[src/hdl/urx_cfg.svh]
`ifndef URX_CFG_SVH
`define URX_CFG_SVH
`define URX_OFF_CTRL 8'h00
`define URX_OFF_ERR_EN 8'h04
`define URX_OFF_ERR_FLAG 8'h08
`define URX_OFF_RXDATA 8'h0c
`define URX_OFF_TXDATA 8'h10
`define URX_OFF_ADDR_TX 8'h14
`define URX_OFF_MATCH 8'h18
`define URX_OFF_MASK 8'h1c
`define URX_OFF_STATUS 8'h20
// ctrl: [0] on, [1] receiver_enable, [2] tx enable, [3] run_on_overflow, [7:4] mode
`define URX_CTRL_ON 0
`define URX_CTRL_RECEIVER_ENABLE 1
`define URX_CTRL_TXEN 2
`define URX_CTRL_RUN_ON_OVERFLOW 3
`define URX_MODE_ODD 4'h2
`define URX_MODE_EVEN 4'h3
`define URX_MODE_ADDR 4'h4
// error bits shared by enable and flag registers; [3] flag: transmitter idle with both transmit buffers empty
`define URX_ERR_FE 0
`define URX_ERR_PE 1
`define URX_ERR_OVF 2
`define URX_ERR_TXMT 3
`define URX_OS_LAST 4'hf
`define URX_FIFO_DEPTH 2'd2
`define URX_RESP_OKAY 2'b00
`define URX_RESP_SLVERR 2'b10
`endif

[src/hdl/urx_pkg.sv]
package urx_pkg;
  typedef enum logic [3:0] {
    RX_IDLE = 4'b0001,
    RX_START = 4'b0010,
    RX_BITS = 4'b0100,
    RX_STOP = 4'b1000
  } urx_rx_st_t;
  typedef enum logic [1:0] {
    TX_IDLE = 2'b01,
    TX_SHIFT = 2'b10
  } urx_tx_st_t;
  // fifo entry: [7:0] data, [8] framing error, [9] parity error or ninth bit
  typedef logic [9:0] urx_entry_t;
  typedef struct packed {
    logic [15:0] div;
    logic on;
    logic receiver_enable;
    logic txen;
    logic run_on_overflow;
    logic [3:0] mode;
    logic fe_en;
    logic pe_en;
    logic ovf_en;
    logic ovf;
    logic [7:0] match;
    logic [7:0] mask;
    urx_entry_t [1:0] fifo;
    logic rd_ptr;
    logic wr_ptr;
    logic [1:0] cnt;
    logic addr_ok;
    urx_rx_st_t rx_st;
    logic [3:0] rx_os;
    logic [3:0] rx_nb;
    logic [1:0] rx_low;
    logic [8:0] rx_sh;
    urx_tx_st_t tx_st;
    logic [3:0] tx_os;
    logic [3:0] tx_nb;
    logic [10:0] tx_sh;
    logic tx_out;
    logic txb_full;
    logic [7:0] txb;
    logic p1_full;
    logic [7:0] p1;
    logic aw_v;
    logic [7:0] aw_a;
    logic w_v;
    logic [31:0] w_d;
    logic [3:0] w_s;
    logic b_v;
    logic [1:0] b_resp;
    logic r_v;
    logic [1:0] r_resp;
    logic [31:0] r_d;
  } urx_state_t;
endpackage : urx_pkg

[src/hdl/urx_err_addr.sv]
// Local design decisions: the register offsets and the AXI4-Lite slave port.
`timescale 1ns/1ps
`include "urx_cfg.svh"
module urx_err_addr #(
  parameter logic [15:0] CLKS_PER_OS = 16'd68
) (
  // clock and reset
  input wire logic clk,
  input wire logic rst_n,
  // axi4-lite write address
  input wire logic s_axi_awvalid,
  output logic s_axi_awready,
  input wire logic [7:0] s_axi_awaddr,
  input wire logic [2:0] s_axi_awprot,
  // axi4-lite write data
  input wire logic s_axi_wvalid,
  output logic s_axi_wready,
  input wire logic [31:0] s_axi_wdata,
  input wire logic [3:0] s_axi_wstrb,
  // axi4-lite write response
  output logic s_axi_bvalid,
  input wire logic s_axi_bready,
  output logic [1:0] s_axi_bresp,
  // axi4-lite read address
  input wire logic s_axi_arvalid,
  output logic s_axi_arready,
  input wire logic [7:0] s_axi_araddr,
  input wire logic [2:0] s_axi_arprot,
  // axi4-lite read data
  output logic s_axi_rvalid,
  input wire logic s_axi_rready,
  output logic [31:0] s_axi_rdata,
  output logic [1:0] s_axi_rresp,
  // serial line
  input wire logic rx_in,
  output logic tx_out,
  // status outputs
  output logic receive_ready_flag,
  output logic summary_error_interrupt
);
  urx_pkg::urx_state_t s_q;
  urx_pkg::urx_state_t s_d;

  function automatic logic maj_low(input logic [1:0] lows);
    maj_low = lows >= 2'd2;
  endfunction : maj_low

  function automatic logic os_sample(input logic [3:0] os);
    os_sample = (os == 4'd7) || (os == 4'd8) || (os == 4'd9);
  endfunction : os_sample

  logic tick;
  logic empty;
  urx_pkg::urx_entry_t top;
  logic top_fe;
  logic top_pe;
  logic nine;

  assign tick = s_q.div == 16'd0;
  assign empty = s_q.cnt == 2'd0;
  assign top = s_q.fifo[s_q.rd_ptr];
  assign top_fe = !empty && top[8];
  assign top_pe = !empty && top[9];
  assign nine = (s_q.mode == `URX_MODE_ODD) || (s_q.mode == `URX_MODE_EVEN) || (s_q.mode == `URX_MODE_ADDR);

  // ready and the frame/parity terms are views of the oldest entry, so popping or flushing clears them for free; ovf stays until written clear
  assign receive_ready_flag = !empty && !(s_q.fe_en && top_fe) && !(s_q.pe_en && top_pe);
  assign summary_error_interrupt = (s_q.fe_en && top_fe) || (s_q.pe_en && top_pe)
                                   || (s_q.ovf_en && s_q.ovf);
  assign tx_out = s_q.tx_out;
  assign s_axi_awready = !s_q.aw_v;
  assign s_axi_wready = !s_q.w_v;
  assign s_axi_bvalid = s_q.b_v;
  assign s_axi_bresp = s_q.b_resp;
  assign s_axi_arready = !s_q.r_v;
  assign s_axi_rvalid = s_q.r_v;
  assign s_axi_rdata = s_q.r_d;
  assign s_axi_rresp = s_q.r_resp;

  always_comb begin
    logic rx_run;
    logic done;
    logic fe;
    logic pe;
    logic store;
    logic push;
    logic pop;
    logic bit_v;
    logic ovf_clr;
    logic [7:0] wd;
    s_d = s_q;
    rx_run = 1'b0;
    done = 1'b0;
    fe = 1'b0;
    pe = 1'b0;
    store = 1'b0;
    push = 1'b0;
    pop = 1'b0;
    bit_v = 1'b0;
    ovf_clr = 1'b0;
    wd = s_q.w_d[7:0];

    s_d.div = tick ? CLKS_PER_OS - 16'd1 : s_q.div - 16'd1;

    // register writes, taken once both address and data have arrived
    if (s_axi_awvalid && !s_q.aw_v) begin
      s_d.aw_v = 1'b1;
      s_d.aw_a = s_axi_awaddr;
    end
    if (s_axi_wvalid && !s_q.w_v) begin
      s_d.w_v = 1'b1;
      s_d.w_d = s_axi_wdata;
      s_d.w_s = s_axi_wstrb;
    end
    if (s_q.b_v && s_axi_bready) begin
      s_d.b_v = 1'b0;
    end
    if (s_q.aw_v && s_q.w_v && !s_q.b_v) begin
      s_d.aw_v = 1'b0;
      s_d.w_v = 1'b0;
      s_d.b_v = 1'b1;
      s_d.b_resp = `URX_RESP_OKAY;
      unique case (s_q.aw_a)
        `URX_OFF_CTRL: if (s_q.w_s[0]) begin
          s_d.on = wd[`URX_CTRL_ON];
          s_d.receiver_enable = wd[`URX_CTRL_RECEIVER_ENABLE];
          s_d.txen = wd[`URX_CTRL_TXEN];
          s_d.run_on_overflow = wd[`URX_CTRL_RUN_ON_OVERFLOW];
          s_d.mode = wd[7:4];
        end
        `URX_OFF_ERR_EN: if (s_q.w_s[0]) begin
          s_d.fe_en = wd[`URX_ERR_FE];
          s_d.pe_en = wd[`URX_ERR_PE];
          s_d.ovf_en = wd[`URX_ERR_OVF];
        end
        // only the overflow flag is writable, and only towards zero
        `URX_OFF_ERR_FLAG: ovf_clr = s_q.w_s[0] && !wd[`URX_ERR_OVF];
        `URX_OFF_TXDATA: if (s_q.w_s[0]) begin
          s_d.txb = wd;
          s_d.txb_full = 1'b1;
        end
        `URX_OFF_ADDR_TX: if (s_q.w_s[0]) begin
          s_d.p1 = wd;
          s_d.p1_full = 1'b1;
        end
        `URX_OFF_MATCH: if (s_q.w_s[0]) begin
          s_d.match = wd;
        end
        `URX_OFF_MASK: if (s_q.w_s[0]) begin
          s_d.mask = wd;
        end
        `URX_OFF_RXDATA, `URX_OFF_STATUS: ;
        default: s_d.b_resp = `URX_RESP_SLVERR;
      endcase
    end

    // register reads; a read of receive data pops the fifo
    if (s_q.r_v && s_axi_rready) begin
      s_d.r_v = 1'b0;
    end
    if (s_axi_arvalid && !s_q.r_v) begin
      s_d.r_v = 1'b1;
      s_d.r_d = 32'h0;
      s_d.r_resp = `URX_RESP_OKAY;
      unique case (s_axi_araddr)
        `URX_OFF_CTRL: s_d.r_d[7:0] = {s_q.mode, s_q.run_on_overflow, s_q.txen, s_q.receiver_enable, s_q.on};
        `URX_OFF_ERR_EN: s_d.r_d[2:0] = {s_q.ovf_en, s_q.pe_en, s_q.fe_en};
        `URX_OFF_ERR_FLAG: s_d.r_d[3:0] = {s_q.tx_st == urx_pkg::TX_IDLE && !s_q.txb_full && !s_q.p1_full,
                                           s_q.ovf, top_pe, top_fe};
        `URX_OFF_RXDATA: begin
          s_d.r_d[7:0] = empty ? 8'h0 : top[7:0];
          pop = !empty;
        end
        `URX_OFF_MATCH: s_d.r_d[7:0] = s_q.match;
        `URX_OFF_MASK: s_d.r_d[7:0] = s_q.mask;
        `URX_OFF_STATUS: s_d.r_d[4:0] = {s_q.cnt, s_q.p1_full, s_q.txb_full, receive_ready_flag};
        `URX_OFF_TXDATA, `URX_OFF_ADDR_TX: ;
        default: s_d.r_resp = `URX_RESP_SLVERR;
      endcase
    end

    // receiver: 16 oversample ticks per bit, majority of samples 7, 8 and 9
    rx_run = s_q.on && s_q.receiver_enable && !(s_q.ovf && !s_q.run_on_overflow);
    if (!rx_run) begin
      s_d.rx_st = urx_pkg::RX_IDLE;
    end else if (tick) begin
      s_d.rx_os = s_q.rx_os + 4'd1;
      if (os_sample(s_q.rx_os) && !rx_in) begin
        s_d.rx_low = s_q.rx_low + 2'd1;
      end
      unique case (s_q.rx_st)
        urx_pkg::RX_IDLE: begin
          s_d.rx_os = 4'd0;
          s_d.rx_low = 2'd0;
          if (!rx_in) begin
            s_d.rx_st = urx_pkg::RX_START;
          end
        end
        urx_pkg::RX_START: begin
          if (s_q.rx_os == `URX_OS_LAST) begin
            s_d.rx_low = 2'd0;
            s_d.rx_nb = 4'd0;
            // a start bit that is mostly high was a glitch; drop it silently
            s_d.rx_st = maj_low(s_q.rx_low) ? urx_pkg::RX_BITS : urx_pkg::RX_IDLE;
          end
        end
        urx_pkg::RX_BITS: begin
          if (s_q.rx_os == `URX_OS_LAST) begin
            bit_v = !maj_low(s_q.rx_low);
            s_d.rx_sh[s_q.rx_nb] = bit_v;
            s_d.rx_low = 2'd0;
            s_d.rx_nb = s_q.rx_nb + 4'd1;
            if (s_q.rx_nb == (nine ? 4'd8 : 4'd7)) begin
              s_d.rx_st = urx_pkg::RX_STOP;
            end
          end
        end
        urx_pkg::RX_STOP: begin
          // finish mid stop bit so the next falling edge is not missed
          if (s_q.rx_os == 4'd9) begin
            done = 1'b1;
            s_d.rx_st = urx_pkg::RX_IDLE;
          end
        end
      endcase
    end

    if (done) begin
      fe = maj_low(s_d.rx_low);
      if (s_q.mode == `URX_MODE_EVEN) begin
        pe = ^s_q.rx_sh;
      end else if (s_q.mode == `URX_MODE_ODD) begin
        pe = ~^s_q.rx_sh;
      end else if (s_q.mode == `URX_MODE_ADDR) begin
        pe = s_q.rx_sh[8];
      end
      if (!nine) begin
        s_d.rx_sh[8] = 1'b0;
      end
      store = 1'b1;
      if (s_q.mode == `URX_MODE_ADDR) begin
        if (s_q.rx_sh[8]) begin
          store = ((s_q.rx_sh[7:0] ^ s_q.match) & s_q.mask) == 8'h0;
          s_d.addr_ok = store;
        end else begin
          store = s_q.addr_ok;
        end
      end
      if (store) begin
        // with run-on set, the shifter keeps going but nothing lands while full
        if (s_q.cnt == `URX_FIFO_DEPTH) begin
          s_d.ovf = 1'b1;
        end else begin
          push = 1'b1;
        end
      end
    end

    // a new overflow in the clearing cycle still wins
    if (ovf_clr && !(done && store && s_q.cnt == `URX_FIFO_DEPTH)) begin
      s_d.ovf = 1'b0;
    end

    if (push) begin
      s_d.fifo[s_q.wr_ptr] = {pe, fe, s_q.rx_sh[7:0]};
      s_d.wr_ptr = !s_q.wr_ptr;
    end
    if (pop) begin
      s_d.rd_ptr = !s_q.rd_ptr;
    end
    s_d.cnt = s_q.cnt + {1'b0, push} - {1'b0, pop};

    // transmitter
    if (tick && s_q.tx_st == urx_pkg::TX_SHIFT) begin
      s_d.tx_os = s_q.tx_os + 4'd1;
      if (s_q.tx_os == `URX_OS_LAST) begin
        s_d.tx_sh = {1'b1, s_q.tx_sh[10:1]};
        s_d.tx_out = s_q.tx_sh[1];
        s_d.tx_nb = s_q.tx_nb - 4'd1;
        if (s_q.tx_nb == 4'd1) begin
          s_d.tx_st = urx_pkg::TX_IDLE;
          s_d.tx_out = 1'b1;
        end
      end
    end else if (tick && s_q.on && s_q.txen && s_q.tx_st == urx_pkg::TX_IDLE) begin
      s_d.tx_os = 4'd0;
      if (s_q.p1_full && s_q.mode == `URX_MODE_ADDR) begin
        s_d.tx_sh = {1'b1, 1'b1, s_q.p1, 1'b0};
        s_d.tx_nb = 4'd11;
        s_d.p1_full = 1'b0;
        s_d.tx_st = urx_pkg::TX_SHIFT;
        s_d.tx_out = 1'b0;
      end else if (s_q.txb_full) begin
        if (s_q.mode == `URX_MODE_ADDR) begin
          s_d.tx_sh = {1'b1, 1'b0, s_q.txb, 1'b0};
        end else if (s_q.mode == `URX_MODE_EVEN) begin
          s_d.tx_sh = {1'b1, ^s_q.txb, s_q.txb, 1'b0};
        end else if (s_q.mode == `URX_MODE_ODD) begin
          s_d.tx_sh = {1'b1, ~^s_q.txb, s_q.txb, 1'b0};
        end else begin
          s_d.tx_sh = {1'b1, 1'b1, s_q.txb, 1'b0};
        end
        s_d.tx_nb = nine ? 4'd11 : 4'd10;
        s_d.txb_full = 1'b0;
        s_d.tx_st = urx_pkg::TX_SHIFT;
        s_d.tx_out = 1'b0;
      end
    end

    if (!s_q.receiver_enable) begin
      s_d.addr_ok = 1'b0;
    end
    // flush in the same cycle as the write that clears on, so ready never outlives it
    if (!s_d.on) begin
      s_d.cnt = 2'd0;
      s_d.rd_ptr = 1'b0;
      s_d.wr_ptr = 1'b0;
      s_d.addr_ok = 1'b0;
      s_d.tx_st = urx_pkg::TX_IDLE;
      s_d.tx_out = 1'b1;
    end
  end

  always_ff @(posedge clk or negedge rst_n) begin
    if (!rst_n) begin
      s_q <= '0;
      s_q.rx_st <= urx_pkg::RX_IDLE;
      s_q.tx_st <= urx_pkg::TX_IDLE;
      s_q.tx_out <= 1'b1;
    end else begin
      s_q <= s_d;
    end
  end
endmodule : urx_err_addr

[config.mk]
export PLATFORM = sky130hd
export DESIGN_NAME = urx_err_addr
export DESIGN_NICKNAME = d
export VERILOG_FILES = /design/src/hdl/urx_pkg.sv /design/src/hdl/urx_err_addr.sv
export VERILOG_INCLUDE_DIRS = /design/src /design/src/hdl
export SDC_FILE = /design/constraint.sdc
export NUM_CORES = 1
export LEC_CHECK = 0
export ABC_AREA = 0
export BUFFER_PORTS_ARGS = -buffer_cell sky130_fd_sc_hd__buf_2
export CAP_MARGIN = 20
export CORE_MARGIN = 3
export CORE_UTILIZATION = 50
export CTS_BUF_LIST = sky130_fd_sc_hd__clkbuf_16
export CTS_CLUSTER_SIZE = 28
export DETAILED_ROUTE_END_ITERATION = 10
export HOLD_SLACK_MARGIN = 0.02
export PLACE_DENSITY = 0.71
export SYNTH_ARGS = -nofsm -noshare
export SYNTH_HDL_FRONTEND = slang
export SYNTH_SLANG_ARGS = --single-unit
[constraint.sdc]
create_clock -name clk -period 3.4 [get_ports clk]
set_clock_uncertainty 0.1 [all_clocks]
set_input_delay 0.34 -clock clk [delete_from_list [all_inputs] [get_ports clk]]
set_output_delay 0.34 -clock clk [all_outputs]
set_load 0.02 [all_outputs]
* After elaboration in Yosys (flattened, before gate mapping)
Index checks and enable logic that the tools add are counted.
Storage, ports and cells: register bits 192, input bits 66, output and inout bits 44, word-level logic and storage cells 304
Operators by class: $add $sub $neg 8, $lt $le $gt $ge 7, equality and inequality tests 50, muxes and demuxes 104, bitwise gates (word level) 2, reduce and logical (&&, ||, !) cells 90
Operators by type and width (count):
- equality test 8 x 5 -> 1 bit, second input constant | 8
- 2-to-1 mux 9 bit | 6
- 2-to-1 mux 16 bit | 3
- 2-to-1 mux 23 bit | 2
- 2-to-1 mux 11 bit | 4
- 2-to-1 mux 1 bit | 43
- 2-to-1 mux 10 bit | 4
- 2-to-1 mux 37 bit | 1
- 2-to-1 mux 35 bit | 1
- equality test 8 x 4 -> 1 bit, second input constant | 4
- 2-to-1 mux 4 bit | 8
- logical AND 1 bit | 31
- AND reduction 3 bit | 9
- zero test 8 bit | 3
- 2-to-1 mux 8 bit | 3
- 2-to-1 mux 22 bit | 1
- one-hot mux 3 bit (7 select lines) | 1
- bitwise mux 20 bit | 1
- equality test 4 bit, second input constant | 5
- 2-to-1 mux 19 bit | 1
- nonzero test 2 bit | 9
- OR reduction 9 bit | 2
- zero test 1 bit | 17
- 2-to-1 mux 17 bit | 1
- other kinds (53) | 93

* Depth between registers and ports, before layout
depth in word-level cells 13, depth in mapped cells 13

* Worst setup path after synthesis
Ideal clock, no wire load.
path type reg2reg, start register s_q[200] (netlist bit), end register s_q[149] (netlist bit), arrival time 2.794 ns, required time 3.160 ns, setup slack 0.366 ns, stages on the path, launching flop included 14, path buffers 1, cell sequence dfrtp_1 -> inv_1 -> ha_1 -> nor4b_2 -> nand4_2 -> or4_1 -> or3_1 -> buf_2 -> ha_1 -> inv_1 -> ha_1 -> xor2_1 -> xnor2_1 -> nor2_1
RTL lines:
- from (decl) | line urx_err_addr.sv:41 | urx_pkg::urx_state_t s_q;

==> results.yml <==
yosys:
  syn_area_per_cell_um2: 10.92
  ys_ff_latch: 162
  synth.yosys.warnings: 0
  synthArstFlopShare: 1.000
  ys_seq_area_frac: 0.4727
  yosysTopAreaCell: "dfrtp_1"
  synthFlopType: "dfrtp_1"
  yosysTopAreaCellShare: 0.4635
  synthCells: 786
  synthTopCellsByArea: "dfrtp_1, mux2_2, buf_4"
  syn_area_um2: 8584
  synth_edf_count: 0
  synth.distinct_cells: 73
grt:
  grt_pass1_vias: 5961
  antenna_found_initial: 0
  grtUsageMet1: 0.2928
  track_usage: 0.2121
  gr-total-overflow: 0
  use_met2: 0.3411
  grt_pass1_wl_mm: 31.09
  grt_busiest_layer: "met2"
  grt_max_degree: 78
  met3_usage: 0.04375
cts:
  clk_latency_ns: 0.43
  cts_inserted_buffers: 17
  clockRootBuffer: "clkbuf_16"
  cts.reportedPaths.clkPinSlew_ns: 0.07
  cts_tree: "built"
  clockBufferDepth: 2
  htreeDepth: 4
  cts_sinks: 162
layout:
  utilization: 0.5862
  antenna_cells: 0
  layout.nets: 933
  drive_above_1_share: 0.2497
  area_growth_pct: 14.04
  layout.cells.non_filler: 1085
sta:
  grt_setup_unrepaired: "no"
  slew_viol_final: 0
  hold_viol_final: 0
  holdWs_ns: 0.03374
  slew_headroom: 0.4963
  setup_viol: 0
  post-route-period-util: 0.9240
  fin_tns_setup_ns: 0
  max_freq_mhz: 318.3
  layout_min_cycle_time_ns: 3.141
  worst_slew_pin_slew_ns: 0.7541
worst_hold_path:
  min_path_type: "primary input to register"
floorplan:
  die_h_um: 137.0
  rows: 47
  fp.dieW_um: 137.0
  design.portCount: 110
  start_util: 0.5140
  core_area_um2: 16700
  dieArea_um2: 18780
placement:
  post-dp-hpwl_mm: 12.97
  gp_congestion: 0.8694
  dp_cells: 1032
  port_buffers: 50
power_and_ir_drop:
  vdd_ir_drop_max_uv: 460.6
  leakage_nw: 4.529
  cellPowerDensity_nw_per_um2: 512.7
worst_setup_path:
  start_kind: "register"
  critPathMaxFanout: 4
  critPathCaptureType: "register"
  cp.required_ns: 3.62
  critPathKind: "register to register"
  critPathArrivalTime_ns: 3.36
routing:
  wl_per_cell_um: 17.45
  drtAntennaViolNets: 0
  totalWireLength_mm: 18.94
  drtPass1Iterations: 5
  vias: 6082
  drc_errors: 0
  avgViaCountPerCell: 5.606
  drtIter0Drc: 456
status:
  status: "completed"
job:
  cap_violations: 0
[area by class of cell]
type	count	area (um2)
timing repair buffer	91	614.3
clock buffer	17	425.4
sequential	162	4058
multi-input combinational	555	4114
tap	220	275.3
fill	1395	6912
clock inverter	15	209.0
inverter	25	93.84
[report_power, final]
part / internal (W) / switching, W / total, W
Combinational: 0.000307 / 0.000340 / 0.000648
Sequential: 0.00212 / 0.000276 / 0.00240
Clock: 0.00101 / 0.000961 / 0.00197
Total: 0.00344 / 0.00158 / 0.00502
[cell families after synthesis]
group	Yosys count	share of synthesized area
AOI/OAI and AO/OA	130	0.1014
other	1	0.0004368
and+or+nand+nor	234	0.1523
adders and majority gates	15	0.02186
xor gates and xnor gates	42	0.04445
buffers and inverters	94	0.05961
DFF	162	0.4727
muxes	108	0.1472
[cells in the mapped netlist (6+ instances only)]
library cell,number
a22o_1,13
nor3_1,14
xnor2_1,25
inv_1,25
o21ai_0,43
or3_1,6
nor2b_1,9
mux2_4,18
nand3_1,12
nand3b_1,7
buf_4,36
clkbuf_1,28
ha_1,15
mux2_2,72
a22oi_1,14
a21oi_1,13
nor4b_1,6
mux2i_1,16
dfrtp_1,159
nor2_1,48
and2_1,7
nand2_1,67
xor2_1,16
nor4_1,10
[timing repair]
action,in CTS,in global routing
buffers inserted,0,1
hold endpoints to repair,93,0
gates resized for setup,0,1
hold buffers,20,0
setup endpoints to repair,0,1
[path summary, 6_finish.rpt]
path,startpoint,to,slack (ns),cells after the start
worst max-delay path,s_q[200],s_q[149],0.26,12
worst min-delay path,s_axi_awaddr[1],s_q[76],0.03,2
worst max register to register,s_q[200],s_q[149],0.26,12
worst min register to register,s_axi_rdata[2],s_axi_rdata[2],0.38,1
max in group asynchronous,rst_n,s_q[177],1.83,3
min in group asynchronous,rst_n,s_q[139],0.39,2
[cells in the final DEF, fill, tap and decap left out, drive strengths merged, types with 17 or more instances in the layout]
| cell | synthesis | layout |
|---|---|---|
| mux2 | 92 | 92 |
| xnor2 | 25 | 25 |
| o21ai | 45 | 45 |
| dfrtp | 159 | 159 |
| clkbuf | 28 | 17 |
| buf | 41 | 71 |
| dlygate4sd3 | 0 | 20 |
| nand2 | 67 | 67 |
| nor2 | 50 | 50 |
| inv | 25 | 30 |
| conb | 1 | 26 |
[per-stage QoR]
stage	power (W)	worst slack (ns)	area, um2
finish	0.005019	0.2585	9789
global route	0.005230	0.02924	9789
CTS	0.005049	0.1461	9777
detailed placement	0.003061	0.1878	8942
global placement	0.003043	0.2367	8942
floorplan	0.002810	0.3660	8678
[critical path, stage by stage, from the launching register on]
cell and delay, ns:
dfrtp_1 0.42, inv_1 0.12, ha_1 0.16, nor4b_2 0.25
nand4_2 0.19, or4_1 0.55, or3_4 0.37, ha_1 0.30
inv_1 0.05, ha_1 0.14, xor2_1 0.17, xnor2_1 0.14
nor2_1 0.06
[sequential cells by signal, indices dropped and copies added, names as in the netlist, named ones only]
| register | cells |
|---|---|
| s_axi_bresp | 1 |
| tx_out | 1 |
| s_axi_rdata | 8 |
| s_axi_rresp | 1 |
| s_q | 148 |
| s_axi_bvalid | 1 |
| s_axi_rvalid | 1 |
[layer usage]
metal,up-vias,wire length (um)
met4,0,299
met1,3030,8803
met5,-,0
li1,2877,-
met3,27,836
met2,148,8995
Note: power is estimated with default switching activity, not from simulation.
